<file path="config.mk">
export PLATFORM = sky130hd
export DESIGN_NAME = pcf_net_flat
export DESIGN_NICKNAME = d
export VERILOG_FILES = /design/src/verilog/pcf_pkg.sv /design/src/verilog/pcf_link_if.sv /design/src/verilog/pcf_user.sv /design/src/verilog/pcf_net.sv /design/src/flat_wrapper.sv
export VERILOG_INCLUDE_DIRS = /design/src /design/src/verilog
export SDC_FILE = /design/constraint.sdc
export NUM_CORES = 1
export LEC_CHECK = 0
export ABC_AREA = 1
export BUFFER_PORTS_ARGS = -buffer_cell sky130_fd_sc_hd__buf_2
export CORE_ASPECT_RATIO = 2
export CORE_MARGIN = 4
export CORE_UTILIZATION = 53
export CTS_CLUSTER_DIAMETER = 50
export DETAILED_ROUTE_END_ITERATION = 8
export PLACE_DENSITY_LB_ADDON = 0.2
export SLEW_MARGIN = 10
export SYNTH_ARGS = -nofsm -noshare
export SYNTH_HDL_FRONTEND = slang
export SYNTH_SLANG_ARGS = --single-unit
</file>
<file path="constraint.sdc">
create_clock -name CLK -period 3.3 [get_ports CLK]
set_input_delay 0.33 -clock CLK [delete_from_list [all_inputs] [get_ports CLK]]
set_output_delay 0.33 -clock CLK [all_outputs]
set_load 0.01 [all_outputs]
</file>
<file path="src/verilog/pcf_regs.svh">
`ifndef PCF_REGS_SVH
`define PCF_REGS_SVH
// Clock and line rate
`define PCF_CLK_HZ 20000000
`define PCF_BIT_KBPS 2048
// Clocks per line bit (rounded down, so the line runs slightly fast)
`define PCF_DIV ((`PCF_CLK_HZ) / (`PCF_BIT_KBPS * 1000))
// Frame geometry: 32 slots of 8 bits
`define PCF_LAST_POS 8'hFF
`define PCF_LAST_BIT 3'h7
`define PCF_SLOT_ALIGN 5'h00
`define PCF_SLOT_SIG 5'h10
// Multiframe positions
`define PCF_LAST_FRM 4'hF
`define PCF_EBIT1_FRM 4'hD
`define PCF_SMF_LAST 3'h7
// Slot 0 contents
`define PCF_FAS 7'h1B
`define PCF_MFAS 6'h0B
`define PCF_SPARE 5'h1F
// Fill octets
`define PCF_IDLE_CODE 8'hD5
`define PCF_FLAG 8'h7E
// Alignment loss after this many bad words in a row, minus one
`define PCF_MISS_LIMIT 2'h2
// Reset values
`define PCF_EBITS_RST 2'h3
`define PCF_CRC_RST 4'h0
`endif

</file>
<file path="src/verilog/pcf_pkg.sv">
package pcf_pkg;
  // Receive alignment states
  typedef enum logic [1:0] {
    PCF_HUNT = 2'b00,
    PCF_CONF = 2'b01,
    PCF_SYNC = 2'b10
  } pcf_align_t;

  typedef logic [3:0] pcf_crc_t;

  // One bit of the x^4+x+1 remainder
  function automatic pcf_crc_t pcf_crc_step(input pcf_crc_t c, input logic d);
    logic fb;
    fb = d ^ c[3];
    return {c[2:0], 1'b0} ^ (fb ? 4'h3 : 4'h0);
  endfunction

  // Count of ones in an octet
  function automatic int pcf_ones(input logic [7:0] v);
    int n;
    n = 0;
    for (int i = 0; i < 8; i++) begin
      n = n + int'(v[i]);
    end
    return n;
  endfunction
endpackage

</file>
<file path="src/verilog/pcf_link_if.sv">
`timescale 1ns/1ps
// Line between the user terminal and the network termination
interface pcf_link_if;
  logic n_bit; // Network to user data
  logic n_stb; // Network to user bit strobe
  logic u_bit; // User to network data
  logic u_stb; // User to network bit strobe
  modport user_terminal (input n_bit, input n_stb, output u_bit, output u_stb);
  modport network_termination (output n_bit, output n_stb, input u_bit, input u_stb);
endinterface

</file>
<file path="src/verilog/pcf_user.sv">
`timescale 1ns/1ps
`include "pcf_regs.svh"

////////////////////////////////////////////////////////////////////////////////
// Framer core shared by both ends
module pcf_core #(
  parameter logic [7:0] IDLE = `PCF_IDLE_CODE
) (
  // Clock and reset
  input wire logic clk,
  input wire logic rst_n,
  input wire logic clk_en,
  // Line side
  input wire logic tx_tick,
  output logic tx_bit,
  input wire logic rx_stb,
  input wire logic rx_bit,
  // Transmit payload
  input wire logic [31:0] ts_assign,
  input wire logic [7:0] tx_octet,
  output logic [4:0] tx_slot,
  input wire logic d_valid,
  input wire logic [7:0] d_octet,
  output logic d_take,
  // Receive payload and status
  output logic [7:0] rx_octet,
  output logic [4:0] rx_slot,
  output logic rx_oct_stb,
  output logic aligned,
  output logic mf_aligned,
  output logic crc_err,
  output logic rem_err
);
  // Idle code must keep enough ones for clock recovery
  if (pcf_pkg::pcf_ones(IDLE) < 3) begin : g_idle_chk
    $error("idle code needs at least three ones");
  end

  ////////////////////////////////////////////////////////////////////////////
  // Transmit side
  logic [7:0] tx_pos_r; // Bit now being sent
  logic [3:0] tx_frm_r; // Frame in multiframe
  logic [6:0] tx_sh_r; // Rest of current octet
  pcf_pkg::pcf_crc_t tx_crc_r; // Running remainder
  pcf_pkg::pcf_crc_t tx_chk_r; // Remainder of last block
  logic [1:0] e_r; // Outcome of last received blocks
  logic [7:0] oct; // Octet for the slot starting now
  logic tx_now; // Bit leaving this tick
  logic tx_cbit; // Bit sits on a check position
  logic mf_bit;
  logic aligned_r;

  // Multiframe word or error indication in odd frames
  always_comb begin
    if (tx_frm_r == `PCF_EBIT1_FRM) begin
      mf_bit = e_r[0];
    end else if (tx_frm_r == `PCF_LAST_FRM) begin
      mf_bit = e_r[1];
    end else begin
      // Only the addressed bit of the word is kept
      mf_bit = 1'(`PCF_MFAS >> (3'h5 - tx_frm_r[3:1]));
    end
  end

  // Slot content selection
  always_comb begin
    if (tx_pos_r[7:3] == `PCF_SLOT_ALIGN) begin
      if (!tx_frm_r[0]) begin
        oct = {tx_chk_r[2'h3 - tx_frm_r[2:1]], `PCF_FAS};
      end else begin
        // Remote alarm raised while our receiver is out of alignment
        oct = {mf_bit, 1'b1, ~aligned_r, `PCF_SPARE};
      end
    end else if (tx_pos_r[7:3] == `PCF_SLOT_SIG) begin
      oct = d_valid ? d_octet : `PCF_FLAG;
    end else begin
      oct = ts_assign[tx_pos_r[7:3]] ? tx_octet : IDLE;
    end
  end

  assign tx_now = (tx_pos_r[2:0] == 3'h0) ? oct[7] : tx_sh_r[6];
  assign tx_cbit = (tx_pos_r[7:0] == 8'h00) && !tx_frm_r[0];

  // Bit and frame counters, 256 bits per frame
  always_ff @(posedge clk) begin
    if (!rst_n) begin
      tx_pos_r <= 8'h00;
      tx_frm_r <= 4'h0;
    end else if (clk_en && tx_tick) begin
      tx_pos_r <= tx_pos_r + 8'h01;
      if (tx_pos_r == `PCF_LAST_POS) begin
        tx_frm_r <= tx_frm_r + 4'h1;
      end
    end
  end

  // Octet serialiser, first bit of a slot first
  always_ff @(posedge clk) begin
    if (!rst_n) begin
      tx_sh_r <= 7'h00;
      tx_bit <= 1'b1;
      tx_slot <= 5'h01;
      d_take <= 1'b0;
    end else if (clk_en) begin
      d_take <= 1'b0;
      if (tx_tick) begin
        tx_bit <= tx_now;
        tx_sh_r <= (tx_pos_r[2:0] == 3'h0) ? oct[6:0] : {tx_sh_r[5:0], 1'b0};
        if (tx_pos_r[2:0] == 3'h0) begin
          tx_slot <= tx_pos_r[7:3] + 5'h01;
          d_take <= d_valid && (tx_pos_r[7:3] == `PCF_SLOT_SIG);
        end
      end
    end
  end

  // Outgoing remainder; check positions count as zero
  always_ff @(posedge clk) begin
    if (!rst_n) begin
      tx_crc_r <= `PCF_CRC_RST;
      tx_chk_r <= `PCF_CRC_RST;
    end else if (clk_en && tx_tick) begin
      if (tx_frm_r[2:0] == `PCF_SMF_LAST && tx_pos_r == `PCF_LAST_POS) begin
        tx_chk_r <= pcf_pkg::pcf_crc_step(tx_crc_r, tx_now && !tx_cbit);
        tx_crc_r <= `PCF_CRC_RST;
      end else begin
        tx_crc_r <= pcf_pkg::pcf_crc_step(tx_crc_r, tx_now && !tx_cbit);
      end
    end
  end

  ////////////////////////////////////////////////////////////////////////////
  // Receive side
  pcf_pkg::pcf_align_t state_r;
  logic [7:0] rx_sh_r; // Last received bits
  logic [7:0] rx_pos_r; // Position of last received bit
  logic [3:0] rx_frm_r;
  logic [1:0] miss_r; // Bad alignment words in a row
  logic [7:0] mf_sh_r; // First bits of odd frames
  pcf_pkg::pcf_crc_t rx_crc_r;
  pcf_pkg::pcf_crc_t rx_calc_r; // Remainder of previous block
  pcf_pkg::pcf_crc_t rx_c_r; // Check bits received this block
  logic calc_ok_r; // A previous remainder is held
  logic [7:0] sh_nxt;
  logic [7:0] cur_pos;
  logic [3:0] cur_frm;
  logic [7:0] mf_nxt;
  logic fas_hit, fa_chk, mf_chk, mf_hit, mf_new, smf_end;

  assign sh_nxt = {rx_sh_r[6:0], rx_bit};
  assign cur_pos = rx_pos_r + 8'h01;
  assign cur_frm = (rx_pos_r == `PCF_LAST_POS) ? rx_frm_r + 4'h1 : rx_frm_r;
  assign fas_hit = (sh_nxt[6:0] == `PCF_FAS);
  assign fa_chk = (cur_pos == 8'h07) && !cur_frm[0];
  assign mf_chk = (state_r == pcf_pkg::PCF_SYNC) && (cur_pos == 8'h00) && cur_frm[0];
  assign mf_nxt = {mf_sh_r[6:0], rx_bit};
  assign mf_hit = mf_chk && (mf_nxt[7:2] == `PCF_MFAS);
  // A match away from frame 15 means the multiframe moved
  assign mf_new = mf_hit && (!mf_aligned || cur_frm != `PCF_LAST_FRM);
  assign smf_end = (cur_frm[2:0] == `PCF_SMF_LAST) && (cur_pos == `PCF_LAST_POS);

  // Frame alignment hunt, confirm, and loss after three misses
  always_ff @(posedge clk) begin
    if (!rst_n) begin
      state_r <= pcf_pkg::PCF_HUNT;
      aligned_r <= 1'b0;
      aligned <= 1'b0;
      miss_r <= 2'h0;
    end else if (clk_en && rx_stb) begin
      case (state_r)
        pcf_pkg::PCF_HUNT: begin
          if (fas_hit) begin
            state_r <= pcf_pkg::PCF_CONF;
          end
        end
        pcf_pkg::PCF_CONF: begin
          if (fa_chk) begin
            state_r <= fas_hit ? pcf_pkg::PCF_SYNC : pcf_pkg::PCF_HUNT;
            aligned_r <= fas_hit;
            aligned <= fas_hit;
            miss_r <= 2'h0;
          end
        end
        pcf_pkg::PCF_SYNC: begin
          if (fa_chk && fas_hit) begin
            miss_r <= 2'h0;
          end else if (fa_chk && miss_r == `PCF_MISS_LIMIT) begin
            state_r <= pcf_pkg::PCF_HUNT;
            aligned_r <= 1'b0;
            aligned <= 1'b0;
          end else if (fa_chk) begin
            miss_r <= miss_r + 2'h1;
          end
        end
        default: begin
          state_r <= pcf_pkg::PCF_HUNT;
        end
      endcase
    end
  end

  // Receive counters; a hunt hit fixes the position at end of slot 0
  always_ff @(posedge clk) begin
    if (!rst_n) begin
      rx_sh_r <= 8'h00;
      rx_pos_r <= 8'h00;
      rx_frm_r <= 4'h0;
      mf_sh_r <= 8'h00;
      mf_aligned <= 1'b0;
    end else if (clk_en && rx_stb) begin
      rx_sh_r <= sh_nxt;
      if (state_r == pcf_pkg::PCF_HUNT && fas_hit) begin
        rx_pos_r <= 8'h07;
        rx_frm_r <= 4'h0;
      end else begin
        rx_pos_r <= cur_pos;
        rx_frm_r <= mf_new ? `PCF_LAST_FRM : cur_frm;
      end
      if (mf_chk) begin
        mf_sh_r <= mf_nxt;
      end
      if (state_r != pcf_pkg::PCF_SYNC) begin
        mf_aligned <= 1'b0;
      end else if (mf_hit) begin
        mf_aligned <= 1'b1;
      end else if (mf_chk && cur_frm == `PCF_LAST_FRM) begin
        mf_aligned <= 1'b0;
      end
    end
  end

  // Block check: remainder of each block against bits of the next
  always_ff @(posedge clk) begin
    if (!rst_n) begin
      rx_crc_r <= `PCF_CRC_RST;
      rx_calc_r <= `PCF_CRC_RST;
      rx_c_r <= `PCF_CRC_RST;
      calc_ok_r <= 1'b0;
      e_r <= `PCF_EBITS_RST;
      crc_err <= 1'b0;
    end else if (clk_en) begin
      crc_err <= 1'b0;
      if (rx_stb) begin
        if ((cur_pos == 8'h00) && !cur_frm[0]) begin
          rx_c_r <= {rx_c_r[2:0], rx_bit};
        end
        if (!mf_aligned || mf_new) begin
          rx_crc_r <= `PCF_CRC_RST;
          calc_ok_r <= 1'b0;
        end else if (smf_end) begin
          rx_calc_r <= pcf_pkg::pcf_crc_step(rx_crc_r, rx_bit);
          rx_crc_r <= `PCF_CRC_RST;
          // Realignment lands in frame 15, so that half is partial: wait for a whole one
          calc_ok_r <= calc_ok_r || !cur_frm[3];
          if (calc_ok_r) begin
            e_r[cur_frm[3]] <= (rx_c_r == rx_calc_r);
            crc_err <= (rx_c_r != rx_calc_r);
          end
        end else begin
          rx_crc_r <= pcf_pkg::pcf_crc_step(rx_crc_r, rx_bit && !((cur_pos == 8'h00) && !cur_frm[0]));
        end
      end
    end
  end

  // Payload octets and remote error indications; slot 0 not passed on
  always_ff @(posedge clk) begin
    if (!rst_n) begin
      rx_octet <= 8'h00;
      rx_slot <= 5'h00;
      rx_oct_stb <= 1'b0;
      rem_err <= 1'b0;
    end else if (clk_en) begin
      rx_oct_stb <= 1'b0;
      rem_err <= 1'b0;
      if (rx_stb && aligned_r && cur_pos[2:0] == `PCF_LAST_BIT && cur_pos[7:3] != `PCF_SLOT_ALIGN) begin
        rx_octet <= sh_nxt;
        rx_slot <= cur_pos[7:3];
        rx_oct_stb <= 1'b1;
      end
      if (rx_stb && mf_aligned && !mf_new && mf_chk && !rx_bit &&
          (cur_frm == `PCF_EBIT1_FRM || cur_frm == `PCF_LAST_FRM)) begin
        rem_err <= 1'b1;
      end
    end
  end
endmodule


</file>
<file path="src/verilog/pcf_net.sv">
`timescale 1ns/1ps
`include "pcf_regs.svh"

////////////////////////////////////////////////////////////////////////////////
// Network termination: line timing master, error supervision
module pcf_net #(
  parameter logic [7:0] IDLE = `PCF_IDLE_CODE,
  parameter int DIV = `PCF_DIV,
  parameter int CNT_W = 16
) (
  // Clock and reset
  input wire logic CLK,
  input wire logic RST_N,
  input wire logic CLK_EN,
  // Line
  pcf_link_if.network_termination LINK,
  // Transmit payload
  input wire logic [31:0] TS_ASSIGN,
  input wire logic [7:0] TX_OCTET,
  output logic [4:0] TX_SLOT,
  input wire logic D_VALID,
  input wire logic [7:0] D_OCTET,
  output logic D_TAKE,
  // Receive payload and status
  output logic [7:0] RX_OCTET,
  output logic [4:0] RX_SLOT,
  output logic RX_OCT_STB,
  output logic ALIGNED,
  output logic MF_ALIGNED,
  output logic CRC_ERR,
  output logic REM_ERR,
  // Supervision counts, saturating
  output logic [CNT_W-1:0] LOC_ERR_CNT,
  output logic [CNT_W-1:0] REM_ERR_CNT
);
  // Divider needs room for tick and serialiser
  if (DIV < 2 || DIV > 255 || CNT_W < 1) begin : g_par_chk
    $error("bad divider or counter width");
  end

  ////////////////////////////////////////////////////////////////////////////
  // Bit clock from the local clock
  logic [7:0] div_r;
  logic tick;
  logic n_stb_r;
  logic crc_err_w;
  logic rem_err_w;

  assign tick = (div_r == 8'(DIV - 1));

  // Free running; a stalled divider would stop the whole line
  always_ff @(posedge CLK) begin
    if (!RST_N) begin
      div_r <= 8'h00;
      n_stb_r <= 1'b0;
    end else if (CLK_EN) begin
      div_r <= tick ? 8'h00 : div_r + 8'h01;
      n_stb_r <= tick;
    end
  end
  assign LINK.n_stb = n_stb_r;

  // Same framer as the user end: frames with CRC, checks, indications
  pcf_core #(.IDLE(IDLE)) u_core (
    .clk(CLK), .rst_n(RST_N), .clk_en(CLK_EN),
    .tx_tick(tick), .tx_bit(LINK.n_bit),
    .rx_stb(LINK.u_stb), .rx_bit(LINK.u_bit),
    .ts_assign(TS_ASSIGN), .tx_octet(TX_OCTET), .tx_slot(TX_SLOT),
    .d_valid(D_VALID), .d_octet(D_OCTET), .d_take(D_TAKE),
    .rx_octet(RX_OCTET), .rx_slot(RX_SLOT), .rx_oct_stb(RX_OCT_STB),
    .aligned(ALIGNED), .mf_aligned(MF_ALIGNED), .crc_err(crc_err_w), .rem_err(rem_err_w)
  );
  assign CRC_ERR = crc_err_w;
  assign REM_ERR = rem_err_w;

  ////////////////////////////////////////////////////////////////////////////
  // Error counts for maintenance; stop at all ones
  always_ff @(posedge CLK) begin
    if (!RST_N) begin
      LOC_ERR_CNT <= '0;
      REM_ERR_CNT <= '0;
    end else if (CLK_EN) begin
      if (crc_err_w && !(&LOC_ERR_CNT)) begin
        LOC_ERR_CNT <= LOC_ERR_CNT + CNT_W'(1);
      end
      if (rem_err_w && !(&REM_ERR_CNT)) begin
        REM_ERR_CNT <= REM_ERR_CNT + CNT_W'(1);
      end
    end
  end
endmodule

</file>
<file path="src/flat_wrapper.sv">
// flat-port wrapper written by rule: the top's interface ports become plain ports
module pcf_net_flat 
#(
  parameter logic [7:0] IDLE = `PCF_IDLE_CODE,
  parameter int DIV = `PCF_DIV,
  parameter int CNT_W = 16
)
  (CLK, RST_N, CLK_EN, TS_ASSIGN, TX_OCTET, TX_SLOT, D_VALID, D_OCTET, D_TAKE, RX_OCTET, RX_SLOT, RX_OCT_STB, ALIGNED, MF_ALIGNED, CRC_ERR, REM_ERR, LOC_ERR_CNT, REM_ERR_CNT, LINK_n_bit, LINK_n_stb, LINK_u_bit, LINK_u_stb);
  pcf_link_if LINK_i ();
  input wire logic CLK;
  input wire logic RST_N;
  input wire logic CLK_EN;
  input wire logic [31:0] TS_ASSIGN;
  input wire logic [7:0] TX_OCTET;
  output logic [4:0] TX_SLOT;
  input wire logic D_VALID;
  input wire logic [7:0] D_OCTET;
  output logic D_TAKE;
  output logic [7:0] RX_OCTET;
  output logic [4:0] RX_SLOT;
  output logic RX_OCT_STB;
  output logic ALIGNED;
  output logic MF_ALIGNED;
  output logic CRC_ERR;
  output logic REM_ERR;
  output logic [CNT_W-1:0] LOC_ERR_CNT;
  output logic [CNT_W-1:0] REM_ERR_CNT;
  output wire logic [$bits(LINK_i.n_bit)-1:0] LINK_n_bit;
  output wire logic [$bits(LINK_i.n_stb)-1:0] LINK_n_stb;
  input wire logic [$bits(LINK_i.u_bit)-1:0] LINK_u_bit;
  input wire logic [$bits(LINK_i.u_stb)-1:0] LINK_u_stb;
  assign LINK_n_bit = LINK_i.n_bit;
  assign LINK_n_stb = LINK_i.n_stb;
  assign LINK_i.u_bit = LINK_u_bit;
  assign LINK_i.u_stb = LINK_u_stb;
  pcf_net #(.IDLE(IDLE), .DIV(DIV), .CNT_W(CNT_W)) u_core (.CLK(CLK), .RST_N(RST_N), .CLK_EN(CLK_EN), .LINK(LINK_i), .TS_ASSIGN(TS_ASSIGN), .TX_OCTET(TX_OCTET), .TX_SLOT(TX_SLOT), .D_VALID(D_VALID), .D_OCTET(D_OCTET), .D_TAKE(D_TAKE), .RX_OCTET(RX_OCTET), .RX_SLOT(RX_SLOT), .RX_OCT_STB(RX_OCT_STB), .ALIGNED(ALIGNED), .MF_ALIGNED(MF_ALIGNED), .CRC_ERR(CRC_ERR), .REM_ERR(REM_ERR), .LOC_ERR_CNT(LOC_ERR_CNT), .REM_ERR_CNT(REM_ERR_CNT));
endmodule
</file>
# Word-level counts from Yosys, hierarchy flattened
# Cells that the tools add are included.
# totals
reg_bits	138
# classes
add_sub_neg	11
order_cmp	4
n_eq_ne	28
shifts	1
mux	55
n_bitwise	8
reduce_logical	71
# op_table
op	count
$mux W8	7
$add A16 B1 Y16 const B	2
$reduce_and A16 Y1	2
$logic_and A1 B1 Y1	29
$add A8 B1 Y8 const B	3
$eq A8 B8 Y1 const B	3
$mux W2	12
$mux W4	6
$mux W1	22
$reduce_and A5 Y1	4
$reduce_and A2 Y1	9
$eq A4 B4 Y1 const B	4
$logic_not A8 Y1	2
$xor A4 B2 Y4	3
$logic_not A1 Y1	10
$eq A3 B3 Y1 const B	3
$reduce_and A3 Y1	3
$add A4 B1 Y4 const B	2
$eq A8 B3 Y1 const B	1
$eq A8 B4 Y1 const B	1
$ne A2 B2 Y1 const B	4
$eq A7 B5 Y1 const B	1
$mux W7	1
$eq A6 B4 Y1 const B	1
35 further kinds	43

# Depth between registers and ports, before layout
# Gate-level depths: netlist (run 1).
# logic_depth
depth_word	12
ltp_mapped	17
mapped_depth_nobuf	17

# Modules after synthesis
# A second synthesis (run 1) with hierarchy kept.
# hier_totals
cells_unflattened	1137
hier_area_um2	7614.8
# modules_own_cells
module	instances	cells_per_inst	area_each_um2
pcf_core	1	737	5023.6
pcf_net	1	400	2591.2

# Least setup slack after synthesis (run 1)
# OpenSTA, ideal clock, no wires.
# synth_path
kind	reg-to-reg
startpoint	register u_core.u_core.rx_pos_r[1]
endpoint	register u_core.u_core.e_r[0]
setup_ns	0.133
arrival_time_ns	1.956
required_ns	3.167
path_slack_ns	1.211
path_stages_with_launch	15
path_buffers	0
synth_period_minus_slack_ns	2.089
cell_sequence	dfxtp_1 > ha_1 > nand3_2 > nor2_4 > nand3_4 > xnor2_4 > inv_2 > nor2_2 > nand3_2 > nor2_4 > nand3_4 > nor2_8 > nand2_1 > nand2_1 > nand3_1
# synth_between
elab_chain_len	9
word_cells_on_any_way	22
# synth_lines
item	line_no	rtl
start, declared	pcf_user.sv:136	logic [7:0] rx_pos_r;
start signal, assigned	pcf_user.sv:216	rx_pos_r <= cur_pos;
$add A8 B1 Y8	pcf_user.sv:151	assign cur_pos = rx_pos_r + 8'h01;
$logic_not A8 Y1	pcf_user.sv:155	assign mf_chk = (state_r == pcf_pkg::PCF_SYNC) && (cur_pos == 8'h00) && cur_frm[0];
$logic_and A1 B1 Y1 (2 in series)	pcf_user.sv:155	
$logic_and A1 B1 Y1	pcf_user.sv:157	assign mf_hit = mf_chk && (mf_nxt[7:2] == `PCF_MFAS);
$logic_and A1 B1 Y1	pcf_user.sv:159	assign mf_new = mf_hit && (!mf_aligned || cur_frm != `PCF_LAST_FRM);
$logic_or A1 B1 Y1	pcf_user.sv:247	if (!mf_aligned || mf_new) begin
$not A1 Y1 (no source line)	-	
$reduce_and A5 Y1 (no source line)	-	
end signal, assigned	pcf_user.sv:239	e_r <= `PCF_EBITS_RST;
end signal, assigned by index	pcf_user.sv:256	e_r[cur_frm[3]] <= (rx_c_r == rx_calc_r);
end, declared	pcf_user.sv:46	logic [1:0] e_r;
# Parallel ways exist; a longest one is shown, timed or not.
# A chain may end at the register's enable or synchronous reset.

# Worst setup path in the final report (run 1)
# layout_path
startpoint	register u_core.u_core.tx_pos_r[3]
endpoint	register u_core.u_core.tx_chk_r[1]
# layout_between
elab_chain_len	10
word_cells_on_any_way	18
# layout_lines
item	line_no	rtl
start, declared	pcf_user.sv:41	logic [7:0] tx_pos_r;
start signal, assigned	pcf_user.sv:90	tx_pos_r <= tx_pos_r + 8'h01;
$bmux W1 S5	pcf_user.sv:77	oct = ts_assign[tx_pos_r[7:3]] ? tx_octet : IDLE;
$mux W1 (implied by the code)	pcf_user.sv:77	
$mux W8	pcf_user.sv:77	
$mux W8	pcf_user.sv:74	end else if (tx_pos_r[7:3] == `PCF_SLOT_SIG) begin
$mux W8	pcf_user.sv:67	if (tx_pos_r[7:3] == `PCF_SLOT_ALIGN) begin
$mux W1	pcf_user.sv:81	assign tx_now = (tx_pos_r[2:0] == 3'h0) ? oct[7] : tx_sh_r[6];
$logic_and A1 B1 Y1	pcf_user.sv:124	tx_chk_r <= pcf_pkg::pcf_crc_step(tx_crc_r, tx_now && !tx_cbit);
$xor A1 B1 Y1	pcf_pkg.sv:14	fb = d ^ c[3];
$mux W2	pcf_pkg.sv:15	return {c[2:0], 1'b0} ^ (fb ? 4'h3 : 4'h0);
$xor A4 B2 Y4	pcf_pkg.sv:15	
end signal, assigned	pcf_user.sv:121	tx_chk_r <= `PCF_CRC_RST;
end signal, assigned	pcf_user.sv:124	
end, declared	pcf_user.sv:45	pcf_pkg::pcf_crc_t tx_chk_r;
# Parallel ways exist; a longest one is shown, timed or not. The select of a mux whose other input is x is not followed.

==> results of run 1 <==
-- through the flow --
| stage | utilization, % | instances | cell area [um^2] | hold WS [ps] | total power [mW] |
|---|---|---|---|---|---|
| global route | 65.00 | 1278 | 8255 | 266.5 | 3.856 |
| global placement | 60.33 | 1246 | 7661 | 429.6 | 1.866 |
| floorplan | - | 998 | 6935 | 421.4 | 1.806 |
| detailed placement | 60.33 | 1246 | 7661 | 439.0 | 1.866 |
| finish | 65.00 | 1278 | 8255 | 202.4 | 3.724 |
| CTS | 65.00 | 1278 | 8255 | 193.5 | 3.756 |
-- power by group --
part / internal (mW) / leakage (nW) / switching [mW]
sequential: 1.68 / 1.11 / 0.00875
combinational: 0.0528 / 2.25 / 0.0912
clock: 1.16 / 0.288 / 0.733
-- metal layers --
| layer | global-route usage [%] | part of all wire (%) | routed length (um) |
|---|---|---|---|
| met1 | 24.63 | 36 | 6641 |
| met2 | 46.57 | 53 | 9845 |
| met3 | 5.637 | 5.8 | 1068 |
| met4 | 13.03 | 4.7 | 872 |
| met5 | 0 | 0 | 0 |
-- sequential cells by signal, summed over array words and instances (netlist names), 5 cells and up --
register / flops
u_core.LOC_ERR_CNT: 16
u_core.REM_ERR_CNT: 16
u_core.div_r: 8
u_core.u_core.mf_sh_r: 7
u_core.u_core.rx_octet: 8
u_core.u_core.rx_pos_r: 8
u_core.u_core.rx_sh_r: 7
u_core.u_core.rx_slot: 5
u_core.u_core.tx_pos_r: 8
u_core.u_core.tx_sh_r: 7
u_core.u_core.tx_slot: 5
-- kinds of logic (layout without fill, tap and decap cells) --
kind of cell / after synthesis / count (layout) / share of synthesized area, %
compound gates: 218 / 218 / 17.32
xor+xnor: 16 / 16 / 2.399
fa+ha+maj: 17 / 17 / 3.067
buf+inv: 173 / 303 / 9.507
flops: 138 / 138 / 39.83
simple gates: 436 / 436 / 27.87
-- critical path: stages (launching register included) --
cell and delay (ps):
dfxtp_1 560, inv_2 80, ha_1 250, nand2_1 220, nor2_2 120, nand2_1 190
inv_1 110, nand2_1 80, nand2_1 60, a21oi_1 140, nand2_1 120, nand3_1 100
nand2_1 90, nand3_1 90, nand3_1 70, nand2_1 70, inv_1 30
-- final cells by class --
class / count / area (um^2)
Clock buffer: 20 / 456.7
Fill cell: 1149 / 4444
Inverter: 149 / 559.3
Clock inverter: 12 / 137.6
Multi-Input combinational cell: 687 / 3513
Tap cell: 150 / 187.7
Timing Repair Buffer: 122 / 638.1
Sequential cell: 138 / 2763
-- worst max-delay path by stage --
stage,startpoint,endpoint,cells past startpoint
final,u_core.u_core.tx_pos_r[3]$_SDFFE_PN0P_,u_core.u_core.tx_chk_r[1]$_SDFFE_PN0P_,16
after global routing,u_core.u_core.rx_pos_r[1]$_SDFFE_PN0P_,u_core.u_core.rx_c_r[2]$_SDFFE_PN0P_,13
after CTS,u_core.u_core.rx_pos_r[1]$_SDFFE_PN0P_,u_core.u_core.rx_c_r[2]$_SDFFE_PN0P_,13
after detailed placement,u_core.u_core.rx_pos_r[1]$_SDFFE_PN0P_,u_core.u_core.e_r[0]$_SDFFE_PN1P_,13
after global placement,u_core.u_core.tx_pos_r[3]$_SDFFE_PN0P_,u_core.u_core.tx_chk_r[1]$_SDFFE_PN0P_,16
after floorplan,u_core.u_core.rx_pos_r[1]$_SDFFE_PN0P_,u_core.u_core.e_r[0]$_SDFFE_PN1P_,14
-- Yosys cell counts (all sizes together) --
| cell | instances |
|---|---|
| a211oi | 12 |
| a21boi | 2 |
| a21oi | 92 |
| a22oi | 2 |
| a31oi | 10 |
| a32o | 1 |
| and3 | 4 |
| buf | 7 |
| clkbuf | 17 |
| clkinv | 3 |
| dfxtp | 138 |
| ha | 17 |
| inv | 146 |
| nand2 | 194 |
| nand3 | 67 |
| nand4 | 14 |
| nor2 | 122 |
| nor3 | 20 |
| nor3b | 5 |
| nor4 | 8 |
| o211ai | 3 |
| o21a | 3 |
| o21ai | 82 |
| o21bai | 2 |
| o221a | 1 |
| o221ai | 3 |
| o22ai | 2 |
| o31ai | 2 |
| o32ai | 1 |
| or2 | 2 |
| xnor2 | 5 |
| xor2 | 11 |
==> flow_summary.json, run 1 <==
{
  "status": "finished clean",
  "rows": 58,
  "areaGrowthSynthToFinish_pct": 19.03,
  "coreArea_um2": 12700,
  "crit_fanout": 11,
  "syn-cell-area_um2": 6935,
  "maxCapViolCount": 0,
  "place.gp.congestion": 0.9856,
  "powerDensity_nw_per_um2": 451.1,
  "grt_max_degree": 73,
  "cts-resized-gates": 0,
  "vias_per_cell": 5.360,
  "initial_core_util_pct": 54.61,
  "fmax_ghz": 0.4055,
  "synth_cell_type_count": 44,
  "drv_slew": 0,
  "cts.htree.levels": 4,
  "synth_seq_cells": 138,
  "timing.rr.end": "u_core.u_core.tx_chk_r[1]$_SDFFE_PN0P_",
  "rr_startpoint": "u_core.u_core.tx_pos_r[3]$_SDFFE_PN0P_",
  "yosys.area.top_type": "dfxtp_1",
  "grt_antenna_before_repair": 0,
  "yosysWarnings": 0,
  "worstSetupPathType": "reg2reg",
  "synth_area_leaders": "dfxtp_1 (40%), nand2_1 (10%), inv_1 (7.7%)",
  "ant_nets": 0,
  "fp.dieH_um": 169.8,
  "drcViolationCount": 0,
  "worstSkewPairLatency_ps": 420,
  "fin_nets": 1186,
  "clock_sinks": 138,
  "ys_seq_area_share_pct": 39.83,
  "drtIter0Drc": 378,
  "wl_per_cell_um": 14.42,
  "synth_top_area_share_pct": 39.83,
  "diodes": 0,
  "end_kind": "flop",
  "grt_util_all_layers_pct": 25.02,
  "io_buffer_count": 111,
  "rrSetupSlack_ps": 830,
  "hold_viol": 0,
  "first_global_vias": 6622,
  "period_share_pct": 74.72,
  "cp-start-kind": "flop",
  "netlist_instances": 998,
  "die_w_um": 88.89,
  "drive_gt1_share_pct": 15.87,
  "final_cell_mix": "nand2_1 (192), inv_1 (143), dfxtp_1 (138)",
  "cts_buffers": 17,
  "ctsHoldBuffers": 0,
  "ios": 112,
  "vdd_drop_max_v": 0.0003874,
  "worst_pin_slew_ps": 695.5,
  "min_to": "u_core.u_core.tx_sh_r[2]$_SDFFE_PN0P_",
  "setup_slack_ps": 834.2,
  "synth_fp_nets": 1069,
  "die_area_um2": 15090,
  "post_cts_buffers": 0,
  "min_period_ps": 2466,
  "grt_pass1_wl_um": 29900,
  "fin_tns_setup_ps": 0,
  "cts_max_path_buffers": 2,
  "place_ws_ps": 909.5,
  "arrival_ps": 2780,
  "vias": 6850,
  "hp-class": "in2reg",
  "maxSlewHeadroom_pct": 53.63,
  "syn_avg_cell_area_um2": 6.949,
  "leakage_nw": 3.652,
  "cts_tree": "built",
  "cts_root_buf": "clkbuf_16",
  "setup_viol_count_final": 0,
  "worstPathRequired_ps": 3610,
  "worstRegToRegCells": 16,
  "hold_start": "TX_OCTET[2]",
  "final_common_cell": "nand2_1",
  "routed_wl_um": 18430,
  "finClkSkew_ps": 9.753,
  "dr.pass1.iters": 5,
  "rsz0062_at_grt": "no",
  "hold_depth": 3,
  "place.detailed.hpwl_um": 13860,
  "path_clk_slew_ps": 60,
  "grt_remaining_overflow": 0
}
Power figures use the tool's default switching activity.
==> inputs of run 2 (changes only) <==
ABC_AREA = 0   (was 1)
CORE_UTILIZATION = 51   (was 53)
clock period = 2.1 ns   (was 3.3 ns; I/O delays follow)
==> run 2 against run 1 <==
  * The flow now finishes with violations (setup timing)
  * Routed wire length rose by 11%
  * Critical path depth shrank 8
  * Clock power grew 61%
  * Power increased by 59%
  * Final cell count decreased by 8.8%
  * Hold slack worse by 43 ps
  * Design area increased by 16%
  * Die area increased by 2.6%
  * Critical endpoint is now u_core.u_core.tx_crc_r[1]$_SDFFE_PN0P_
==> flow_summary.json, run 2 <==
{
  "maxSlewHeadroom_pct": 63.84,
  "total_power_mw": 5.926,
  "rows": 59,
  "setup_slack_ps": -603.5,
  "worstPathRequired_ps": 2410,
  "drv_slew": 0,
  "setup_viol_count_final": 50,
  "leakage_nw": 4.054,
  "syn_avg_cell_area_um2": 8.668,
  "diodes": 0,
  "cts_tree": "built",
  "arrival_ps": 3010,
  "final_cell_mix": "dfxtp_1 (132), buf_2 (111), buf_4 (98)",
  "ant_nets": 0,
  "synth_seq_cells": 138,
  "grt_util_all_layers_pct": 25.36,
  "yosysWarnings": 0,
  "synth_fp_nets": 862,
  "design_area_um2": 9577,
  "hp-class": "in2reg",
  "vias_per_cell": 5.726,
  "die_w_um": 89.99,
  "fp.dieH_um": 172.0,
  "crit_fanout": 4,
  "rsz0062_at_grt": "yes",
  "yosys-top-cells-count": "dfxtp_1 (138), nor2_1 (83), nand2_1 (77)",
  "place.detailed.hpwl_um": 14120,
  "final_common_cell": "dfxtp_1",
  "drtIter0Drc": 289,
  "met1_usage_pct": 22.97,
  "initial_core_util_pct": 52.48,
  "path_clk_slew_ps": 70,
  "status": "complete, but fails checks",
  "grt_antenna_before_repair": 0,
  "nFillCells": 919,
  "cp-start-kind": "flop",
  "drcViolationCount": 0,
  "grt_use_met2_pct": 52.40,
  "synth_flop_cell": "dfxtp_1",
  "dpl_cell_area_um2": 8299,
  "cts_buffers": 17,
  "first_global_vias": 6981,
  "grt_max_degree": 46,
  "synth_edf_count": 0,
  "yosys.area.top_type": "dfxtp_1",
  "synth_cell_type_count": 64,
  "worst_pin_slew_ps": 541.1,
  "worstSkewPairLatency_ps": 420,
  "violations": "setup timing",
  "clock_sinks": 138,
  "maxCapViolCount": 0,
  "end_kind": "flop",
  "io_buffer_count": 111,
  "grt_remaining_overflow": 0,
  "ys_seq_area_share_pct": 40.29,
  "ios": 112,
  "place_ws_ps": -717.8,
  "fin_nets": 1073,
  "fin_tns_setup_ps": -8656,
  "final_util_pct": 73.29,
  "synth_area_leaders": "dfxtp_1 (40%), xnor2_1 (5.0%), nor2_1 (4.5%)",
  "period_share_pct": 128.7,
  "vdd_drop_max_v": 0.0005125,
  "grt_pass1_wl_um": 31980,
  "syn-cell-area_um2": 6857,
  "fmax_ghz": 0.3699,
  "seqCellArea_um2": 2778,
  "coreArea_um2": 13070,
  "worstSetupPathType": "reg2reg",
  "areaGrowthSynthToFinish_pct": 39.67,
  "powerDensity_nw_per_um2": 618.7,
  "multi_input_area_um2": 4362,
  "cts_root_buf": "clkbuf_16",
  "grt.busiest_layer": "met2",
  "synth_top_area_share_pct": 40.29,
  "ctsHoldBuffers": 0,
  "yosysMostFrequentCell": "dfxtp_1",
  "routed_wl_um": 20470,
  "finClkSkew_ps": 11.32,
  "drive_gt1_share_pct": 35.50,
  "hold_viol": 0,
  "ys_async_sr_fraction_pct": 0,
  "die_area_um2": 15480,
  "dr.pass1.iters": 5,
  "netlist_instances": 791,
  "place.gp.congestion": 0.9496,
  "cts.htree.levels": 4,
  "use_met3_pct": 4.832,
  "largestRegisters": "u_core.LOC_ERR_CNT: 16 flops, u_core.REM_ERR_CNT: 16 flops",
  "min_period_ps": 2703,
  "wl_per_cell_um": 17.56,
  "vias": 6676,
  "cts_max_path_buffers": 2
}
run 2: report_power, final:
group / leakage, nW / internal (mW) / switching (mW) / total, mW
clock network: 0.288 / 1.81 / 1.23 / 3.04
registers: 1.12 / 2.62 / 0.00763 / 2.63
logic: 2.65 / 0.115 / 0.142 / 0.257
run 2: cell type report:
class / instances / share of cell area (%)
multi-input combinational: 592 / 45.54
timing repair buffer: 230 / 16.32
clock buffer: 18 / 4.586
inverter: 23 / 0.9015
sequential: 138 / 29.00
clock inverter: 13 / 1.659
tap: 152 / 1.986
run 2: critical path, stage by stage (launching register included):
cell and delay, ps:
dfxtp_4 380, mux4_2 490, a22o_1 260, or4b_4 510
a31oi_4 160, a311oi_2 60, or3_4 380, xnor2_1 150
a22o_1 200
run 2: timing repair:
item | in CTS | in global routing
gates resized for setup | 60 | 59
setup endpoints to repair | 67 | 71
gates cloned | 1 | 0
pin swaps | 29 | 39
setup buffers | 9 | 15
run 2: path summary, 6_finish.rpt:
path	from	to	slack, ps	cells past startpoint
setup / recovery	u_core.u_core.tx_pos_r[3]$_SDFFE_PN0P_	u_core.u_core.tx_crc_r[1]$_SDFFE_PN0P_	-600	8
hold / removal	D_OCTET[1]	u_core.u_core.tx_sh_r[1]$_SDFFE_PN0P_	160	3
setup reg to reg	u_core.u_core.tx_pos_r[3]$_SDFFE_PN0P_	u_core.u_core.tx_crc_r[1]$_SDFFE_PN0P_	-600	8
hold reg to reg	u_core.u_core.rx_sh_r[6]$_SDFFE_PN0P_	u_core.u_core.rx_sh_r[6]$_SDFFE_PN0P_	470	2
run 2: cell families (layout without fill, tap and decap cells):
group,Yosys count,after routing,synth area share [%]
xor+xnor,65,65,8.413
compound gates,137,137,13.18
flops,138,138,40.29
simple gates,336,336,24.60
buf+inv,61,284,3.558
fa+ha+maj,17,17,3.102
mux,37,37,6.861
run 2: stage by stage:
step                      std cells  hold slack, ps
after floorplan                 791           425.4
after global placement         1113           438.8
after detailed placement       1113           460.3
after CTS                      1154           155.5
after global routing           1166           181.7
final                          1166           159.8
run 2: metal layers:
| metal | part of all wire [%] | up-vias | wire (um) |
|---|---|---|---|
| met5 | 0 | - | 0 |
| met1 | 35 | 3194 | 7127 |
| met4 | 5.3 | 0 | 1081 |
| met2 | 56 | 217 | 11450 |
| li1 | - | 3191 | - |
| met3 | 4.0 | 74 | 813 |
==> inputs of run 3 (changes only) <==
CORE_UTILIZATION = 53   (was 51)
HOLD_SLACK_MARGIN = 0.02   (was not set)
clock period = 3 ns   (was 2.1 ns; I/O delays follow)
==> run 3 against run 2 <==
  * Global-route usage shrank 1.5 points
  * Non-clock buffer count shrank 98
  * The flow now finishes without violations
  * Hold slack gained 68 ps
  * Clock power shrank 35%
  * Design area shrank 15%
  * Clock skew shrank 3.4 ps
==> flow_summary.json, run 3 (same netlist as run 2, synthesis figures left out) <==
{
  "status": "finished clean",
  "drtIter0Drc": 261,
  "seqCellArea_um2": 2763,
  "final_cell_mix": "dfxtp_1 (138), buf_2 (111), nor2_1 (83)",
  "vdd_drop_max_v": 0.0004772,
  "rsz0062_at_grt": "no",
  "place.gp.congestion": 0.9949,
  "internal-power_mw": 3.068,
  "seq_power_share_pct": 46.6,
  "path_clk_slew_ps": 60,
  "dp_cells": 1035,
  "first_global_vias": 6212,
  "cts_buffers": 17,
  "cp_slowest_stage_delay_ps": 590,
  "vias": 6135,
  "cp-start-kind": "flop",
  "grt_pass1_wl_um": 28460,
  "die_w_um": 88.43,
  "cts.htree.levels": 4,
  "die_area_um2": 14930,
  "io_buffer_count": 111,
  "fin_nets": 975,
  "areaGrowthSynthToFinish_pct": 19.34,
  "dr.pass1.iters": 4,
  "ios": 112,
  "swShare_pct": 22.66,
  "drcViolationCount": 0,
  "drv_slew": 0,
  "setup_viol_count_final": 0,
  "nFillCells": 1097,
  "hp-class": "in2reg",
  "p_sw_uw": 898.8,
  "worstSetupPathType": "reg2reg",
  "coreArea_um2": 12630,
  "period_share_pct": 94.35,
  "maxSlewHeadroom_pct": 54.25,
  "hold_viol": 0,
  "drive_gt1_share_pct": 19.85,
  "crit_path_frequent_cell": "a22o_1",
  "routed_wl_um": 17230,
  "crit_fanout": 4,
  "finClkSkew_ps": 7.942,
  "fin_cells": 1067,
  "cts_max_path_buffers": 2,
  "cts_tree": "built",
  "fin_tns_setup_ps": 0,
  "fmax_ghz": 0.3533,
  "end_kind": "flop",
  "min_period_ps": 2830,
  "worstSkewPairLatency_ps": 420,
  "maxCapViolCount": 0,
  "rows": 58,
  "ctsHoldBuffers": 0,
  "place.detailed.hpwl_um": 12640,
  "combPwrFrac_pct": 3.4,
  "fp.dieH_um": 168.9,
  "multi_input_area_um2": 3869,
  "clock_sinks": 138,
  "worst_pin_slew_ps": 681.1,
  "grt_remaining_overflow": 0,
  "cts-resized-gates": 0,
  "final_common_cell": "dfxtp_1",
  "largestRegisters": "u_core.LOC_ERR_CNT: 16 flops, u_core.REM_ERR_CNT: 16 flops",
  "wl_per_cell_um": 16.15,
  "p_clk_share_pct": 50.0,
  "worstPathRequired_ps": 3300,
  "grt_antenna_before_repair": 0,
  "ant_nets": 0,
  "leakage_nw": 3.408,
  "initial_core_util_pct": 54.30,
  "cts_root_buf": "clkbuf_16",
  "grt_util_all_layers_pct": 23.91,
  "cp_cell_sequence": "mux4_1 > a22o_1 > or4b_4 > a31oi_1 > a311oi_1 > or3_4 > xnor2_2 > a22o_1",
  "arrival_ps": 3140,
  "grt_max_degree": 75,
  "powerDensity_nw_per_um2": 484.8,
  "diodes": 0,
  "post_cts_buffers": 0,
  "slowest_stage": "mux4_1",
  "vias_per_cell": 5.750
}
==> run 3: cell count changes in the layout (fill, tap and decap cells not counted), sizes merged <==
cell	delta
clkinv	+1
buf	-97
bufinv	-1
clkinvlp	+2
clkbuf	+1
inv	-3
==> run 3: path summary, 6_finish.rpt <==
kind                                           from                                      to  slack, ps  cells after the start
min reg2reg   u_core.u_core.tx_sh_r[0]$_SDFFE_PN0P_   u_core.u_core.tx_sh_r[0]$_SDFFE_PN0P_        460                      2
max          u_core.u_core.tx_pos_r[3]$_SDFFE_PN0P_  u_core.u_core.tx_crc_r[0]$_SDFFE_PN0P_        170                      8
min                                      LINK_u_bit   u_core.u_core.rx_sh_r[0]$_SDFFE_PN0P_        230                      3
max reg2reg  u_core.u_core.tx_pos_r[3]$_SDFFE_PN0P_  u_core.u_core.tx_crc_r[0]$_SDFFE_PN0P_        170                      8
==> run 3: worst max-delay path, delay by kind of cell, from the launching register on <==
family | cells | cell delay [ps]
xor gates and xnor gates | 1 | 160
and+or+nand+nor | 2 | 880
DFF | 1 | 380
muxes | 1 | 590
AOI/OAI and AO/OA | 4 | 700
==> run 3: power groups by stage <==
stage	registers, mW	logic, mW	clock network, mW
after floorplan	1.89	0.0759	0
after global placement	1.89	0.133	0
after detailed placement	1.89	0.136	0
after CTS	1.85	0.137	2.01
after global routing	1.85	0.151	2.09
final	1.85	0.136	1.98
==> run 3: cell type report <==
cell class / instances / area share [%]
Clock buffer: 20 / 5.459
Clock inverter: 12 / 1.437
Inverter: 23 / 1.055
Multi-Input combinational cell: 592 / 47.28
Sequential cell: 138 / 33.76
Tap cell: 150 / 2.294
Timing Repair Buffer: 132 / 8.716
==> run 3: through the flow <==
step | total power, mW | cell area (um^2) | worst slack (ps) | hold WS [ps] | util (%)
floorplan | 1.961 | 6857 | 244.7 | 432.3 | -
global placement | 2.019 | 7600 | 214.9 | 445.3 | 60.19
detailed placement | 2.023 | 7600 | 117.8 | 454.3 | 60.19
CTS | 3.993 | 8164 | 92.41 | 222.5 | 64.66
global route | 4.092 | 8183 | 22.54 | 230.5 | 64.80
finish | 3.967 | 8183 | 169.5 | 228.0 | 64.80
==> run 3: metal layers <==
metal / share of wire, % / vias to the layer above / track usage [%] / wire [um]
li1: - / 2995 / - / -
met1: 37 / 2895 / 24.62 / 6299
met2: 54 / 190 / 43.72 / 9326
met3: 4.8 / 55 / 4.530 / 820
met4: 4.5 / 0 / 12.89 / 782
met5: 0 / - / 0 / 0
